<file path="config.mk">
export PLATFORM = sky130hd
export DESIGN_NAME = uart_modem_ctl_line_status
export DESIGN_NICKNAME = d
export VERILOG_FILES = /design/src/hdl/uart_mcl_pkg.sv /design/src/hdl/uart_modem_ctl_line_status.sv /design/src/hdl/err_flag_mem.sv
export VERILOG_INCLUDE_DIRS = /design/src /design/src/hdl
export SDC_FILE = /design/constraint.sdc
export NUM_CORES = 1
export LEC_CHECK = 0
export BUFFER_PORTS_ARGS = -buffer_cell sky130_fd_sc_hd__buf_2
export CAP_MARGIN = 0
export CORE_MARGIN = 1.5
export CORE_UTILIZATION = 51
export DETAILED_ROUTE_END_ITERATION = 10
export HOLD_SLACK_MARGIN = 0.03
export PLACE_DENSITY = 0.84
export SLEW_MARGIN = 30
export SYNTH_ARGS = -nofsm -noshare
export SYNTH_HDL_FRONTEND = slang
export SYNTH_SLANG_ARGS = --single-unit
</file>
<file path="constraint.sdc">
create_clock -name clk -period 2.4 [get_ports clk]
set_input_delay 0.36 -clock clk [delete_from_list [all_inputs] [get_ports clk]]
set_output_delay 0.36 -clock clk [all_outputs]
set_load 0.03 [all_outputs]
</file>
<file path="src/hdl/uart_mcl_defs.svh">
// Constants for the modem-control and line-status block
//
// Operation
// - Spare output bit never reaches a pin
// - Spare bit drives ring indicator in loop-back
// - RTS bit 0 holds rts_n high
// - RTS bit 1 drives rts_n low
// - dtr_n is inverse of DTR bit
// - Error flag set while errored character held
// - Error flag clears when no errored characters
// - Error flag reads 0 after reset
// - Non-FIFO: empty when holding and shift empty
// - Empty flag 0 while any character held
// - FIFO mode: empty when FIFO, shift empty
// - Loop-back disconnects pins, routes modem bits internally
`ifndef UART_MCL_DEFS_SVH
`define UART_MCL_DEFS_SVH

// ==========================================================
// Register byte offsets
`define MCL_OFS_MODEM_CONTROL 5'h00
`define MCL_OFS_LINE_STATUS   5'h04
`define MCL_OFS_INT_STATUS    5'h08
`define MCL_OFS_INT_CLEAR     5'h0c
`define MCL_OFS_INT_ENABLE    5'h10

// ==========================================================
// Modem-control fields
`define MCL_MC_DTR       0
`define MCL_MC_RTS       1
`define MCL_MC_SPARE     2
`define MCL_MC_OUT2      3
`define MCL_MC_LOOP      4
`define MCL_MC_IR        6
`define MCL_MC_WMASK     8'h5f
`define MCL_MC_RESET     8'h00

// ==========================================================
// Line-status fields
`define MCL_LS_TX_EMPTY  6
`define MCL_LS_RX_ERR    7

// ==========================================================
// Interrupt status bits
`define MCL_IS_TX_EMPTY  0
`define MCL_IS_RX_ERR    1
`define MCL_IS_RESET     2'h0

// ==========================================================
// Receive FIFO shape
`define MCL_RX_DEPTH     16
`define MCL_RX_AW        4

`endif

</file>
<file path="src/hdl/uart_mcl_pkg.sv">
// Types shared by the modem-control and line-status block
package uart_mcl_pkg;
	typedef logic [7:0]  byte_t;
	typedef logic [1:0]  resp_t;
	typedef logic [4:0]  ofs_t;
	localparam resp_t RESP_OKAY   = 2'h0;
	localparam resp_t RESP_SLVERR = 2'h2;
endpackage : uart_mcl_pkg

</file>
<file path="src/hdl/uart_modem_ctl_line_status.sv">
// Modem-control outputs and upper line-status flags, AXI4-Lite slave
`timescale 1ns/1ns
`include "uart_mcl_defs.svh"
module uart_modem_ctl_line_status
(
	input  wire logic        clk,
	input  wire logic        nrst,
	input  wire logic        ce,
	// AXI4-Lite slave
	input  wire logic [4:0]  s_axi_awaddr,
	input  wire logic        s_axi_awvalid,
	output logic             s_axi_awready,
	input  wire logic [31:0] s_axi_wdata,
	input  wire logic [3:0]  s_axi_wstrb,
	input  wire logic        s_axi_wvalid,
	output logic             s_axi_wready,
	output logic [1:0]       s_axi_bresp,
	output logic             s_axi_bvalid,
	input  wire logic        s_axi_bready,
	input  wire logic [4:0]  s_axi_araddr,
	input  wire logic        s_axi_arvalid,
	output logic             s_axi_arready,
	output logic [31:0]      s_axi_rdata,
	output logic [1:0]       s_axi_rresp,
	output logic             s_axi_rvalid,
	input  wire logic        s_axi_rready,
	// Modem pins, all active low
	output logic             rts_n,
	output logic             dtr_n,
	output logic             out2_n,
	input  wire logic        cts_n,
	input  wire logic        dsr_n,
	input  wire logic        cd_n,
	input  wire logic        ri_n,
	// Modem status and mode bits seen by the rest of the channel, active high
	output logic             cts_seen,
	output logic             dsr_seen,
	output logic             cd_seen,
	output logic             ri_seen,
	output logic             loopback,
	output logic             ir_mode,
	// Receive FIFO activity
	input  wire logic        fifo_mode,
	input  wire logic        rx_push,
	input  wire logic        rx_push_err,
	input  wire logic        rx_pop,
	input  wire logic        rx_clear,
	// Transmit side occupancy
	input  wire logic        tx_hold_empty,
	input  wire logic        tx_fifo_empty,
	input  wire logic        tx_shift_empty,
	output logic             irq
);
	// ==========================================================
	// State
	uart_mcl_pkg::byte_t       modem_control_reg;
	logic [1:0]                int_status;
	logic [1:0]                int_enable;
	logic                      tx_empty;
	logic                      rx_err_flag;
	logic [`MCL_RX_AW-1:0]     rx_wptr;
	logic [`MCL_RX_AW-1:0]     rx_rptr;
	logic [`MCL_RX_AW:0]       err_count;
	logic                      head_err;
	logic                      aw_held;
	logic                      w_held;
	uart_mcl_pkg::ofs_t        aw_addr;
	logic [7:0]                w_data;
	logic                      w_lane0;
	logic                      b_pend;
	logic                      r_pend;

	// ==========================================================
	// Modem outputs and loop-back routing
	wire lb = modem_control_reg[`MCL_MC_LOOP];

	// In loop-back the pins go inactive; the bits feed the status side
	assign rts_n    = lb | ~modem_control_reg[`MCL_MC_RTS];
	assign dtr_n    = lb | ~modem_control_reg[`MCL_MC_DTR];
	assign out2_n   = lb | ~modem_control_reg[`MCL_MC_OUT2];
	assign cts_seen = lb ? modem_control_reg[`MCL_MC_RTS]
	                     : ~cts_n;
	assign dsr_seen = lb ? modem_control_reg[`MCL_MC_DTR]
	                     : ~dsr_n;
	assign cd_seen  = lb ? modem_control_reg[`MCL_MC_OUT2]
	                     : ~cd_n;
	// The spare bit has no pin of its own and matters only in loop-back
	assign ri_seen  = lb ? modem_control_reg[`MCL_MC_SPARE]
	                     : ~ri_n;
	assign loopback = lb;
	assign ir_mode  = modem_control_reg[`MCL_MC_IR];

	// ==========================================================
	// Receive error tracking
	wire                  push_err = rx_push & rx_push_err;
	wire                  pop_err  = rx_pop & head_err;
	wire [`MCL_RX_AW-1:0] next_rptr = rx_clear ? '0
	                                 : rx_rptr + {3'h0, rx_pop};
	wire [`MCL_RX_AW:0]   next_err_count = err_count
	                                 + {4'h0, push_err}
	                                 - {4'h0, pop_err};

	// Read address runs one step ahead so the head mark is ready at a pop
	err_flag_mem u_err_mem
	(
		.clk   (clk),
		.nrst  (nrst),
		.ce    (ce),
		.we    (rx_push),
		.waddr (rx_wptr),
		.wdata (rx_push_err),
		.raddr (next_rptr),
		.rdata (head_err)
	);

	always_ff @(posedge clk or negedge nrst)
	begin
		if (!nrst)
		begin
			rx_wptr   <= '0;
			rx_rptr   <= '0;
			err_count <= '0;
		end
		else if (ce)
		begin
			rx_wptr   <= rx_clear ? '0 : rx_wptr + {3'h0, rx_push};
			rx_rptr   <= next_rptr;
			// Counts marked characters still queued
			err_count <= rx_clear ? '0 : next_err_count;
		end
	end

	// A push in the cycle of rx_clear is lost along with the queue
	assign rx_err_flag = (err_count != '0);

	// ==========================================================
	// Transmitter empty flag
	// Registered so the interrupt edge sees a clean, settled level
	wire hold_side_empty = fifo_mode ? tx_fifo_empty : tx_hold_empty;
	wire next_tx_empty   = hold_side_empty & tx_shift_empty;

	always_ff @(posedge clk or negedge nrst)
	begin
		if (!nrst)
			tx_empty <= 1'b1;
		else if (ce)
			tx_empty <= next_tx_empty;
	end

	// ==========================================================
	// Interrupts: rising edges of the two flags are the events
	logic tx_empty_d;
	logic rx_err_d;
	wire [1:0] ev;
	assign ev[`MCL_IS_TX_EMPTY] = tx_empty & ~tx_empty_d;
	assign ev[`MCL_IS_RX_ERR]   = rx_err_flag & ~rx_err_d;

	// ==========================================================
	// AXI4-Lite write path: address and data taken in either order
	wire aw_take = s_axi_awvalid & s_axi_awready;
	wire w_take  = s_axi_wvalid & s_axi_wready;
	wire do_wr   = aw_held & w_held & ~b_pend;

	// Gated by ce so a frozen block never completes a handshake
	assign s_axi_awready = ce & ~aw_held & ~b_pend;
	assign s_axi_wready  = ce & ~w_held & ~b_pend;
	assign s_axi_bvalid  = ce & b_pend;

	wire wr_mc   = do_wr & w_lane0 & (aw_addr == `MCL_OFS_MODEM_CONTROL);
	wire wr_ie   = do_wr & w_lane0 & (aw_addr == `MCL_OFS_INT_ENABLE);
	wire wr_ic   = do_wr & w_lane0 & (aw_addr == `MCL_OFS_INT_CLEAR);
	// Line status and interrupt status accept the write but keep their value
	wire wr_ok   = (aw_addr == `MCL_OFS_MODEM_CONTROL)
	             | (aw_addr == `MCL_OFS_LINE_STATUS)
	             | (aw_addr == `MCL_OFS_INT_STATUS)
	             | (aw_addr == `MCL_OFS_INT_CLEAR)
	             | (aw_addr == `MCL_OFS_INT_ENABLE);
	wire [1:0] clr_bits = wr_ic ? w_data[1:0] : 2'h0;
	// Set wins over a clear in the same cycle
	wire [1:0] next_int_status = (int_status & ~clr_bits) | ev;

	always_ff @(posedge clk or negedge nrst)
	begin
		if (!nrst)
		begin
			aw_held <= 1'b0;
			w_held  <= 1'b0;
			aw_addr <= '0;
			w_data  <= 8'h00;
			w_lane0 <= 1'b0;
		end
		else if (ce)
		begin
			if (aw_take)
			begin
				aw_held <= 1'b1;
				aw_addr <= {s_axi_awaddr[4:2], 2'h0};
			end
			else if (do_wr)
				aw_held <= 1'b0;
			if (w_take)
			begin
				w_held  <= 1'b1;
				w_data  <= s_axi_wdata[7:0];
				w_lane0 <= s_axi_wstrb[0];
			end
			else if (do_wr)
				w_held <= 1'b0;
		end
	end

	always_ff @(posedge clk or negedge nrst)
	begin
		if (!nrst)
		begin
			b_pend       <= 1'b0;
			s_axi_bresp  <= uart_mcl_pkg::RESP_OKAY;
		end
		else if (ce)
		begin
			if (do_wr)
			begin
				b_pend       <= 1'b1;
				s_axi_bresp  <= wr_ok ? uart_mcl_pkg::RESP_OKAY
				                      : uart_mcl_pkg::RESP_SLVERR;
			end
			else if (s_axi_bready)
				b_pend <= 1'b0;
		end
	end

	// ==========================================================
	// Register storage
	always_ff @(posedge clk or negedge nrst)
	begin
		if (!nrst)
		begin
			modem_control_reg <= `MCL_MC_RESET;
			int_enable        <= 2'h0;
			int_status        <= `MCL_IS_RESET;
			tx_empty_d        <= 1'b1;
			rx_err_d          <= 1'b0;
		end
		else if (ce)
		begin
			if (wr_mc)
				modem_control_reg <= w_data & `MCL_MC_WMASK;
			if (wr_ie)
				int_enable <= w_data[1:0];
			int_status <= next_int_status;
			tx_empty_d <= tx_empty;
			rx_err_d   <= rx_err_flag;
		end
	end

	assign irq = |(int_status & int_enable);

	// ==========================================================
	// AXI4-Lite read path
	uart_mcl_pkg::ofs_t ra;
	assign ra = {s_axi_araddr[4:2], 2'h0};

	wire [7:0] line_status_reg = {rx_err_flag, tx_empty, 6'h00};
	wire       rd_hit_mc = (ra == `MCL_OFS_MODEM_CONTROL);
	wire       rd_hit_ls = (ra == `MCL_OFS_LINE_STATUS);
	wire       rd_hit_is = (ra == `MCL_OFS_INT_STATUS);
	wire       rd_hit_ic = (ra == `MCL_OFS_INT_CLEAR);
	wire       rd_hit_ie = (ra == `MCL_OFS_INT_ENABLE);
	wire [7:0] rd_val    = rd_hit_mc ? modem_control_reg
	                     : rd_hit_ls ? line_status_reg
	                     : rd_hit_is ? {6'h00, int_status}
	                     : rd_hit_ie ? {6'h00, int_enable}
	                     : 8'h00;
	wire       rd_ok     = rd_hit_mc | rd_hit_ls | rd_hit_is
	                     | rd_hit_ic | rd_hit_ie;
	wire       ar_take   = s_axi_arvalid & s_axi_arready;

	assign s_axi_arready = ce & ~r_pend;
	assign s_axi_rvalid  = ce & r_pend;

	always_ff @(posedge clk or negedge nrst)
	begin
		if (!nrst)
		begin
			r_pend       <= 1'b0;
			s_axi_rdata  <= 32'h0000_0000;
			s_axi_rresp  <= uart_mcl_pkg::RESP_OKAY;
		end
		else if (ce)
		begin
			if (ar_take)
			begin
				r_pend       <= 1'b1;
				s_axi_rdata  <= {24'h000000, rd_val};
				s_axi_rresp  <= rd_ok ? uart_mcl_pkg::RESP_OKAY
				                      : uart_mcl_pkg::RESP_SLVERR;
			end
			else if (s_axi_rready)
				r_pend <= 1'b0;
		end
	end
endmodule : uart_modem_ctl_line_status

</file>
<file path="src/hdl/err_flag_mem.sv">
// Per-entry error marks of the receive FIFO, registered read
`timescale 1ns/1ns
`include "uart_mcl_defs.svh"
module err_flag_mem
(
	input  wire logic                    clk,
	input  wire logic                    nrst,
	input  wire logic                    ce,
	input  wire logic                    we,
	input  wire logic [`MCL_RX_AW-1:0]   waddr,
	input  wire logic                    wdata,
	input  wire logic [`MCL_RX_AW-1:0]   raddr,
	output logic                         rdata
);
	logic [`MCL_RX_DEPTH-1:0] mem;
	wire                      bypass = we && (waddr == raddr);

	always_ff @(posedge clk)
	begin
		if (ce && we)
			mem[waddr] <= wdata;
	end

	// Write-through keeps the head mark correct when pushing into empty
	always_ff @(posedge clk or negedge nrst)
	begin
		if (!nrst)
			rdata <= 1'b0;
		else if (ce)
			rdata <= bypass ? wdata : mem[raddr];
	end
endmodule : err_flag_mem

</file>
==> results of run 1 <==
layer usage:
| layer | GRT usage (%) | part of all wire, % | vias up |
|---|---|---|---|
| li1 | - | - | 1238 |
| met1 | 25.3 | 44 | 1223 |
| met2 | 32.4 | 48 | 91 |
| met3 | 5.68 | 5.2 | 14 |
| met4 | 8.21 | 2.2 | 0 |
| met5 | 0 | 0 | - |
metrics by stage:
stage	hold WS (ns)	setup slack [ns]	util, %	power [mW]
final	0.0955	0.00692	60.4	3.95
after global routing	0.138	-0.134	60.4	4.18
after CTS	0.118	0.00882	60.2	3.94
after detailed placement	0.468	-0.154	56.8	2.93
after global placement	0.458	-0.0981	56.8	2.86
after floorplan	0.0644	0.148	-	2.58
power by group through the flow:
stage | clock (mW) | sequential (mW) | combinational [mW]
after floorplan | 0 | 1.65 | 0.925
after global placement | 0 | 1.65 | 1.21
after detailed placement | 0 | 1.66 | 1.27
after CTS | 0.962 | 1.64 | 1.34
after global routing | 1.01 | 1.68 | 1.49
final | 0.949 | 1.64 | 1.36
path summary, 6_finish.rpt:
kind	to	slack [ns]
max in group asynchronous	rx_wptr[0]	1.87
setup / recovery	err_count[4]	0.007
hold / removal	s_axi_rresp[1]	0.1
min in group clk	r_pend	0.18
setup reg to reg	err_count[4]	0.007
hold reg to reg	tx_empty_d	0.48
worst reg2reg max path: stages, from the launching register on:
cell and delay [ns]:
dfrtp_1 0.38, and2_1 0.14, ha_1 0.28, inv_1 0.06, ha_1 0.15, inv_1 0.05
fa_2 0.34, nor2b_2 0.14, nor2_1 0.06, o21bai_1 0.16, xnor2_1 0.18, mux2i_1 0.23
o22ai_1 0.10
synthesized netlist by cell type, types with 8 or more instances:
library cell  count
buf_4            27
dfrtp_1          48
edfxtp_1         16
ha_1             10
inv_1            21
mux2_1           15
mux2i_1          10
nand2_1          31
nor2_1           26
nor2b_1           8
o21ai_0          15
layout make-up:
cell class,instances,area share [%]
Sequential cell,66,42.7
Timing Repair Buffer,73,10.1
Clock buffer,9,3.05
Tap cell,80,2.47
Inverter,21,1.94
Clock inverter,7,1.82
Multi-Input combinational cell,231,37.9
what timing repair did:
action / 4_1_cts / 5_1_grt
cloned: 0 / 0
endpoints found under the setup margin: 1 / 2
pin swaps: 3 / 2
setup buffers: 4 / 1
resized for setup: 1 / 1
cells by family after synthesis:
family | Yosys count | share of synthesized area [%]
buffers and inverters | 61 | 9.69
flip-flops | 66 | 49.4
multiplexers | 34 | 11.2
AND/OR/NAND/NOR | 100 | 14.0
other | 1 | 0.107
XOR/XNOR | 7 | 1.75
AO/OA/AOI/OAI | 52 | 9.69
adder cells (fa/ha/maj) | 11 | 4.13
==> qor.csv, run 1 <==
metric,value,unit
slowest_delay,0.38,ns
synth_top_area_share,34.2,%
grt_max_degree,51,
crit_fanout,2,
worstPathCellList,and2_1 -> ha_1 -> inv_1 -> ha_1 -> inv_1 -> fa_2 -> nor2b_2 -> nor2_1 -> o21bai_1 -> xnor2_1 -> mux2i_1 -> o22ai_1,
h-tree-depth,3,
worstPathArrival,2.61,ns
status,finished clean,
largest_register,u_err_mem.mem,
final_cell_mix,"56 x buf_2, 48 x dfrtp_1, 31 x nand2_1",
drt_wl_total,6820,um
largest_reg_flops,16,
num_antenna_cells,0,
nets,479,
place.gp.congestion,0.794,
crit_path_top_delay_cell,dfrtp_1,
avgViaCountPerCell,5.27,
cpLargestDelayFamily,adder cells,
placed_cell_area,0.00382,mm2
drive_gt1_share,26.0,%
crit_required,2.62,ns
slew_viol_final,0,
drtAntennaViolNets,0,
p_clk_share,24.0,%
async_reset_ff_share,75.8,%
grt_antenna_before_repair,0,
clockBufferDepth,2,
coreArea,0.00672,mm2
yosys_warnings,0,
rows,30,
layout.cell_area.non_filler,0.00406,mm2
clk_pin_slew,0.08,ns
ctsHoldBuffers,0,
dp_cells,466,
clkLatencyLatePin,0.35,ns
switching_share,36.5,%
combPwrFrac,34.4,%
multi_input_area,0.00154,mm2
cts-buffers-inserted,9,
fmax,418,MHz
avgSynthCellArea,10.6,um2
track_usage,20.0,%
hold_path_class,primary input to async pin,
fin_skew,0.0123,ns
portBuffers,56,
slew_headroom,54.5,%
rsz0062_at_grt,true,
die-area,0.00739,mm2
power_frac_seq,41.6,%
p_sw,1.44,mW
drc,0,
ir_drop,0.000571,V
syn_to_final_growth,15.6,%
worstSetupStartpointType,register,
max_cap_viol_count,0,
ys_seq_elements,66,
seqCellArea,0.00173,mm2
grt_pass1_vias,2454,
die_width,86.0,um
routedWlPerCell,14.0,um
dp_hpwl,4920,um
critPathBufInv,2,
yosysTopAreaCell,dfrtp_1,
grt_pass1_wl,11300,um
layout_commonest_cell,buf_2,
endpoint_kind,register,
crit_cells,12,
period_share,99.7,%
crit_type,register to register,
power_density,974,mW/mm2
synth_cells,332,
cts_tree,yes,
leakagePower,1.91,nW
ys_seq_area_share,49.4,%
drt-pass1-iter-count,4,
setup_violations,0,
netlist-cell-type-count,49,
cts_sinks,66,
reg2reg_depth,12,
crit_path_start,u_err_mem.rdata,
fp.dieH,86.0,um
pin_count,117,
yosys-top-cells-area,"dfrtp_1 34%, edfxtp_1 14%, buf_4 5.8%",
syn_area,0.00351,mm2
finalHoldViolations,0,
root_buffer,clkbuf_8,
r2r-start,u_err_mem.rdata,
routed-via-count,2566,
grt-ovfl-total,0,
tns,0,ns
start_util,52.3,%
post-route-min-period,2.39,ns
p_int,2.51,mW
worst_slew_pin_slew,0.674,ns
synth_flop_cell,dfrtp_1,
drtIter0Drc,184,
fill_cells,539,
reg_top3,"u_err_mem.mem x16, s_axi_rdata x7",
final_cells,487,
synth_edf_count,16,
(Power assumes the default switching activity.)
==> run 2, diff against run 1 <==
--- a/config.mk
+++ b/config.mk
@@ -16,4 +16,5 @@
 export SLEW_MARGIN = 30
 export SYNTH_ARGS = -nofsm -noshare
 export SYNTH_HDL_FRONTEND = slang
+export SYNTH_HIERARCHICAL = 1
 export SYNTH_SLANG_ARGS = --single-unit
==> run 2 against run 1 <==
Effect of this change: clock power decreased by 11%; die area increased by 0.69%; setup slack gained 0.28 ns; register-to-register slack gained 0.28 ns; global-route usage is 0.75 points lower; flip-flop and latch count is the same; largest cell class unchanged.
==> qor.csv, run 2 <==
metric,value,unit
portBuffers,56,
reg2reg_depth,10,
worstPathArrival,2.33,ns
period_share,88.1,%
synthMostInstantiatedCell,dfrtp_1,
syn_to_final_growth,12.8,%
crit_type,register to register,
start_util,52.3,%
yosys_warnings,6,
drt-pass1-iter-count,4,
p_int,2.39,mW
async_reset_ff_share,75.8,%
reg_top3,"u_err_mem/mem x16, s_axi_rdata x7",
netlist-cell-type-count,44,
coreArea,0.00676,mm2
hold_path_class,primary input to async pin,
grt_pass1_vias,2331,
reg2reg_slack,0.29,ns
drc,0,
fmax,473,MHz
rows,30,
h-tree-depth,3,
power_density,938,mW/mm2
cts_tree,yes,
ctsHoldBuffers,0,
switching_share,36.1,%
grt_max_degree,28,
r2r-start,u_err_mem/rdata,
leakagePower,1.84,nW
fin_skew,0.00603,ns
tns,0,ns
pin_count,117,
clkLatencyLatePin,0.33,ns
cts-buffers-inserted,9,
grt_pass1_wl,11100,um
synth_top_area_share,34.0,%
routedWlPerCell,14.6,um
routed-via-count,2448,
grt-ovfl-total,0,
postCtsSetupBuffers,0,
crit_required,2.62,ns
clockBufferDepth,2,
nets,450,
synth_edf_count,16,
slew_headroom,57.6,%
cts_sinks,66,
worstSetupStartpointType,register,
largest_register,u_err_mem/mem,
fp.dieH,86.3,um
max_cap_viol_count,0,
synthTopCellsByCount,"48 x dfrtp_1, 27 x buf_4, 25 x nor2_1, 22 x nand2_1, 17 x inv_1",
drive_gt1_share,27.9,%
slew_viol_final,0,
p_sw,1.35,mW
die_width,86.3,um
post-route-min-period,2.11,ns
die-area,0.00744,mm2
yosysTopAreaCell,dfrtp_1,
clk_pin_slew,0.07,ns
avgViaCountPerCell,5.36,
avgSynthCellArea,11.4,um2
cts_resized,0,
layout.cell_area.non_filler,0.00399,mm2
root_buffer,clkbuf_8,
final_cell_mix,"56 x buf_2, 48 x dfrtp_1, 27 x conb_1",
layout_commonest_cell,buf_2,
status,finished clean,
place.gp.congestion,0.774,
syn_area,0.00354,mm2
yosys-top-cells-area,"dfrtp_1 34%, edfxtp_1 14%, buf_4 5.7%",
finalHoldViolations,0,
track_usage,19.3,%
ir_drop,0.000658,V
dp_hpwl,4960,um
timing.rr.end,err_count[4],
setup_violations,0,
drtAntennaViolNets,0,
drtIter0Drc,154,
worst_slew_pin_slew,0.636,ns
rsz0062_at_grt,false,
crit_fanout,2,
power_frac_seq,45.1,%
ys_seq_area_share,49.0,%
drt_wl_total,6690,um
placed_cell_area,0.00381,mm2
endpoint_kind,register,
ys_seq_elements,66,
p_clk_share,22.5,%
grt_antenna_before_repair,0,
synth_cells,311,
combPwrFrac,32.4,%
synth_flop_cell,dfrtp_1,
largest_reg_flops,16,
num_antenna_cells,0,
==> run 2: per-stage QoR <==
step | total power, mW | setup WS, ns | hold slack (ns) | util, % | std cells
2_1_floorplan | 2.61 | 0.454 | 0.0644 | - | 337
3_3_place_gp | 2.85 | 0.165 | 0.399 | 56.4 | 442
3_5_place_dp | 2.92 | 0.0920 | 0.398 | 56.4 | 442
4_1_cts | 3.76 | 0.271 | 0.0384 | 59.0 | 457
5_1_grt | 3.96 | 0.171 | 0.0769 | 59.0 | 457
6_report | 3.74 | 0.286 | 0.0409 | 59.0 | 457
==> run 2: how the worst max path moves through the flow <==
stage / from / to / slack, ns
floorplan: rx_pop / err_count[4] / 0.45
global placement: rx_push_err / err_count[4] / 0.16
detailed placement: rx_push_err / err_count[4] / 0.09
CTS: u_err_mem/rdata / err_count[4] / 0.27
global route: rx_rptr[0] / u_err_mem/rdata / 0.17
finish: u_err_mem/rdata / err_count[4] / 0.29
==> run 2: layout make-up <==
| class | count | area, um2 |
|---|---|---|
| Clock buffer | 11 | 151 |
| Clock inverter | 4 | 25.0 |
| Fill cell | 548 | 2770 |
| Inverter | 17 | 63.8 |
| Multi-Input combinational cell | 216 | 1580 |
| Sequential cell | 66 | 1730 |
| Tap cell | 80 | 100 |
| Timing Repair Buffer | 63 | 333 |
==> run 2: power groups by stage <==
stage          logic, mW  registers (mW)  clock network (mW)
3_5_place_dp        1.21            1.71                   0
6_report            1.21            1.69               0.841
2_1_floorplan      0.928            1.69                   0
5_1_grt             1.32            1.73               0.913
3_3_place_gp        1.17            1.69                   0
4_1_cts             1.22            1.68               0.857
==> run 2: layer usage <==
layer	wire length (um)	track usage, %
met4	137	7.92
met1	2940	26.1
met3	264	3.05
met2	3350	31.2
met5	0	0
==> run 2: critical path: stages, from the launching register on <==
cell and delay (ns):
dfrtp_1 0.39, and2_1 0.15, ha_1 0.29, inv_1 0.05
ha_1 0.16, inv_1 0.06, fa_1 0.39, nor2b_1 0.18
o31a_1 0.16, a21oi_1 0.04, nand3b_1 0.14
==> run 2: kinds of logic (layout without fill, tap and decap cells) <==
family	count (synthesis)	count (layout)	share of synthesized area, %
AO/OA/AOI/OAI	40	40	8.00
XOR/XNOR	7	7	1.73
adder cells (fa/ha/maj)	11	11	4.10
buffers and inverters	55	95	8.99
flip-flops	66	66	49.0
multiplexers	38	38	14.0
other	1	27	0.106
AND/OR/NAND/NOR	93	93	14.0
==> run 3, diff against run 2 <==
--- a/config.mk
+++ b/config.mk
@@ -6,13 +6,14 @@
 export SDC_FILE = /design/constraint.sdc
 export NUM_CORES = 1
 export LEC_CHECK = 0
+export ABC_AREA = 1
 export BUFFER_PORTS_ARGS = -buffer_cell sky130_fd_sc_hd__buf_2
 export CAP_MARGIN = 0
 export CORE_MARGIN = 1.5
 export CORE_UTILIZATION = 51
 export DETAILED_ROUTE_END_ITERATION = 10
 export HOLD_SLACK_MARGIN = 0.03
-export PLACE_DENSITY = 0.84
+export PLACE_DENSITY = 0.83
 export SLEW_MARGIN = 30
 export SYNTH_ARGS = -nofsm -noshare
 export SYNTH_HDL_FRONTEND = slang
==> run 3 against run 2 <==
Effect of this change: sequential share of layout area down 1.4 points; first-iteration DRC count down 1.3%; cell count up 33%; clock-buffer cell count up 2; critical endpoint unchanged.
==> qor.csv, run 3 <==
metric,value,unit
pin_count,117,
drt-pass1-iter-count,4,
max_cap_viol_count,0,
synth_xor_area_share,0.966,%
p_sw,1.45,mW
start_util,53.1,%
leakagePower,2.16,nW
coreArea,0.00683,mm2
ys_seq_elements,66,
status,finished clean,
syn_to_final_growth,13.6,%
final_cell_mix,"133 x nand2_1, 56 x buf_2, 48 x dfrtp_1",
rows,30,
synth_flop_cell,dfrtp_1,
largest_reg_flops,16,
post-route-min-period,1.94,ns
cpLargestDelayFamily,adder cells,
drtIter0Drc,152,
cts_resized,0,
synthTopCellsByCount,"133 x nand2_1, 48 x dfrtp_1, 45 x inv_1, 38 x nand3_1, 34 x nor2_1",
crit_path_top_delay_cell,dfrtp_1,
synth_edf_count,16,
routedWlPerCell,11.7,um
grt_max_degree,41,
synth_compound_area_share,6.31,%
drtAntennaViolNets,0,
fill_cells,648,
ys_seq_area_share,47.8,%
critPathBufInv,4,
switching_share,39.8,%
h-tree-depth,3,
worstPathArrival,2.16,ns
period_share,80.7,%
synth_top_family_by_area,simple AND/OR/NAND/NOR gates,
power_frac_seq,44.3,%
endpoint_kind,register,
drt_wl_total,7120,um
dp_cells,588,
yosys.area_share.simple,27.9,%
largest_register,u_err_mem/mem,
slew_viol_final,0,
ir_drop,0.000555,V
fmax,516,MHz
dp_hpwl,5390,um
crit_type,register to register,
crit_required,2.62,ns
worstPathCellList,nand2_1 -> inv_1 -> ha_1 -> inv_1 -> ha_1 -> inv_1 -> fa_1 -> inv_1 -> nand3_1 -> nand2_1 -> nand2_1 -> nand3_1 -> nand2_1,
clk_pin_slew,0.07,ns
final_cells,606,
syn_area,0.00363,mm2
power_density,883,mW/mm2
worstSetupStartpointType,register,
clkLatencyLatePin,0.34,ns
cts_sinks,66,
drive_gt1_share,21.6,%
yosys_warnings,6,
num_antenna_cells,0,
place.gp.congestion,0.848,
slowest_delay,0.38,ns
p_int,2.19,mW
synth.area.mux_share,0,%
reg2reg_slack,0.46,ns
grt_pass1_wl,11900,um
p_clk_share,22.2,%
clockBufferDepth,2,
combPwrFrac,33.5,%
reg_top3,"u_err_mem/mem x16, s_axi_rdata x7",
synth_cells,438,
utilization,60.3,%
routed-via-count,2940,
cts_tree,yes,
yosysTopAreaCell,dfrtp_1,
cts-buffers-inserted,9,
netlist-cell-type-count,32,
die-area,0.00763,mm2
nets,582,
layout_commonest_cell,nand2_1,
root_buffer,clkbuf_8,
setup_violations,0,
synth_top_area_share,33.1,%
avgViaCountPerCell,4.85,
drc,0,
portBuffers,56,
die_width,87.3,um
yosys-top-cells-area,"dfrtp_1 33%, nand2_1 14%, edfxtp_1 13%",
avgSynthCellArea,8.28,um2
finalHoldViolations,0,
rsz0062_at_grt,false,
grt-ovfl-total,0,
crit_fanout,3,
fin_skew,0.00798,ns
hold_path_class,primary input to register,
tns,0,ns
synthMostInstantiatedCell,nand2_1,
synthAdderAreaFrac,4.00,%
track_usage,20.1,%
async_reset_ff_share,75.8,%
fp.dieH,87.3,um
grt_antenna_before_repair,0,
grt_pass1_vias,2752,
run 3: cell types whose count changed after synthesis, sizes merged, moves of 12 or more:
| cell | before | now |
|---|---|---|
| mux2i | 12 | 0 |
| mux2 | 22 | 0 |
| nand3 | 3 | 40 |
| inv | 17 | 53 |
| nand2 | 22 | 138 |
| nor2 | 25 | 43 |
run 3: cell families (layout without fill, tap and decap cells):
family / after synthesis / count (layout)
compound gates: 36 / 36
xor+xnor: 4 / 4
fa+ha+maj: 11 / 11
buf+inv: 88 / 134
flops: 66 / 66
other cells: 1 / 27
simple gates: 232 / 232
run 3: worst paths after layout:
kind                                  from            end  depth (start not counted)
setup / recovery           u_err_mem/rdata   err_count[4]                         13
hold reg to reg                   rx_err_d  int_status[1]                          1
setup reg to reg           u_err_mem/rdata   err_count[4]                         13
min in group asynchronous             nrst      w_data[3]                          2
max in group asynchronous             nrst     rx_rptr[3]                          4
hold / removal             s_axi_awaddr[2]     aw_addr[2]                          3
run 3: area by class of cell:
cell class,count,area [um2],area share (%)
Sequential cell,66,1730,42.1
Multi-Input combinational cell,310,1520,37.0
Timing Repair Buffer,65,370,8.99
Inverter,53,204,4.95
Clock buffer,13,149,3.61
Tap cell,96,120,2.92
Clock inverter,3,17.5,0.425
run 3: stage by stage:
step                hold WS [ns]  power, mW  worst slack, ns  instance area (um2)
floorplan                 0.0644       2.55            0.549                 3720
global placement           0.455       2.79            0.410                 3920
detailed placement         0.467       2.84            0.362                 3920
CTS                        0.150       3.66            0.460                 4080
global route               0.276       3.90            0.335                 4120
finish                     0.260       3.64            0.463                 4120
run 3: power groups by stage:
stage	Combinational [mW]	Clock, mW	Sequential (mW)
3_3_place_gp	1.17	0	1.62
5_1_grt	1.36	0.880	1.65
3_5_place_dp	1.22	0	1.63
6_report	1.22	0.808	1.61
4_1_cts	1.22	0.830	1.61
2_1_floorplan	0.901	0	1.65
run 3: timing repair:
| item | CTS | global route |
|---|---|---|
| hold endpoints to repair | 0 | 15 |
| setup buffers | 0 | 0 |
| hold buffers | 0 | 1 |
run 3: per-layer routing:
layer / global-route usage, % / vias to the layer above / part of all wire (%)
met1: 24.3 / 1375 / 44
li1: - / 1474 / -
met2: 35.0 / 78 / 50
met3: 3.51 / 13 / 4.0
met5: 0 / - / 0
met4: 8.95 / 0 / 1.8
run 3: worst min-delay path, cell delays in order:
cell,delay [ns]
buf_2,0.07
nand3_1,0.06
nand2_1,0.06
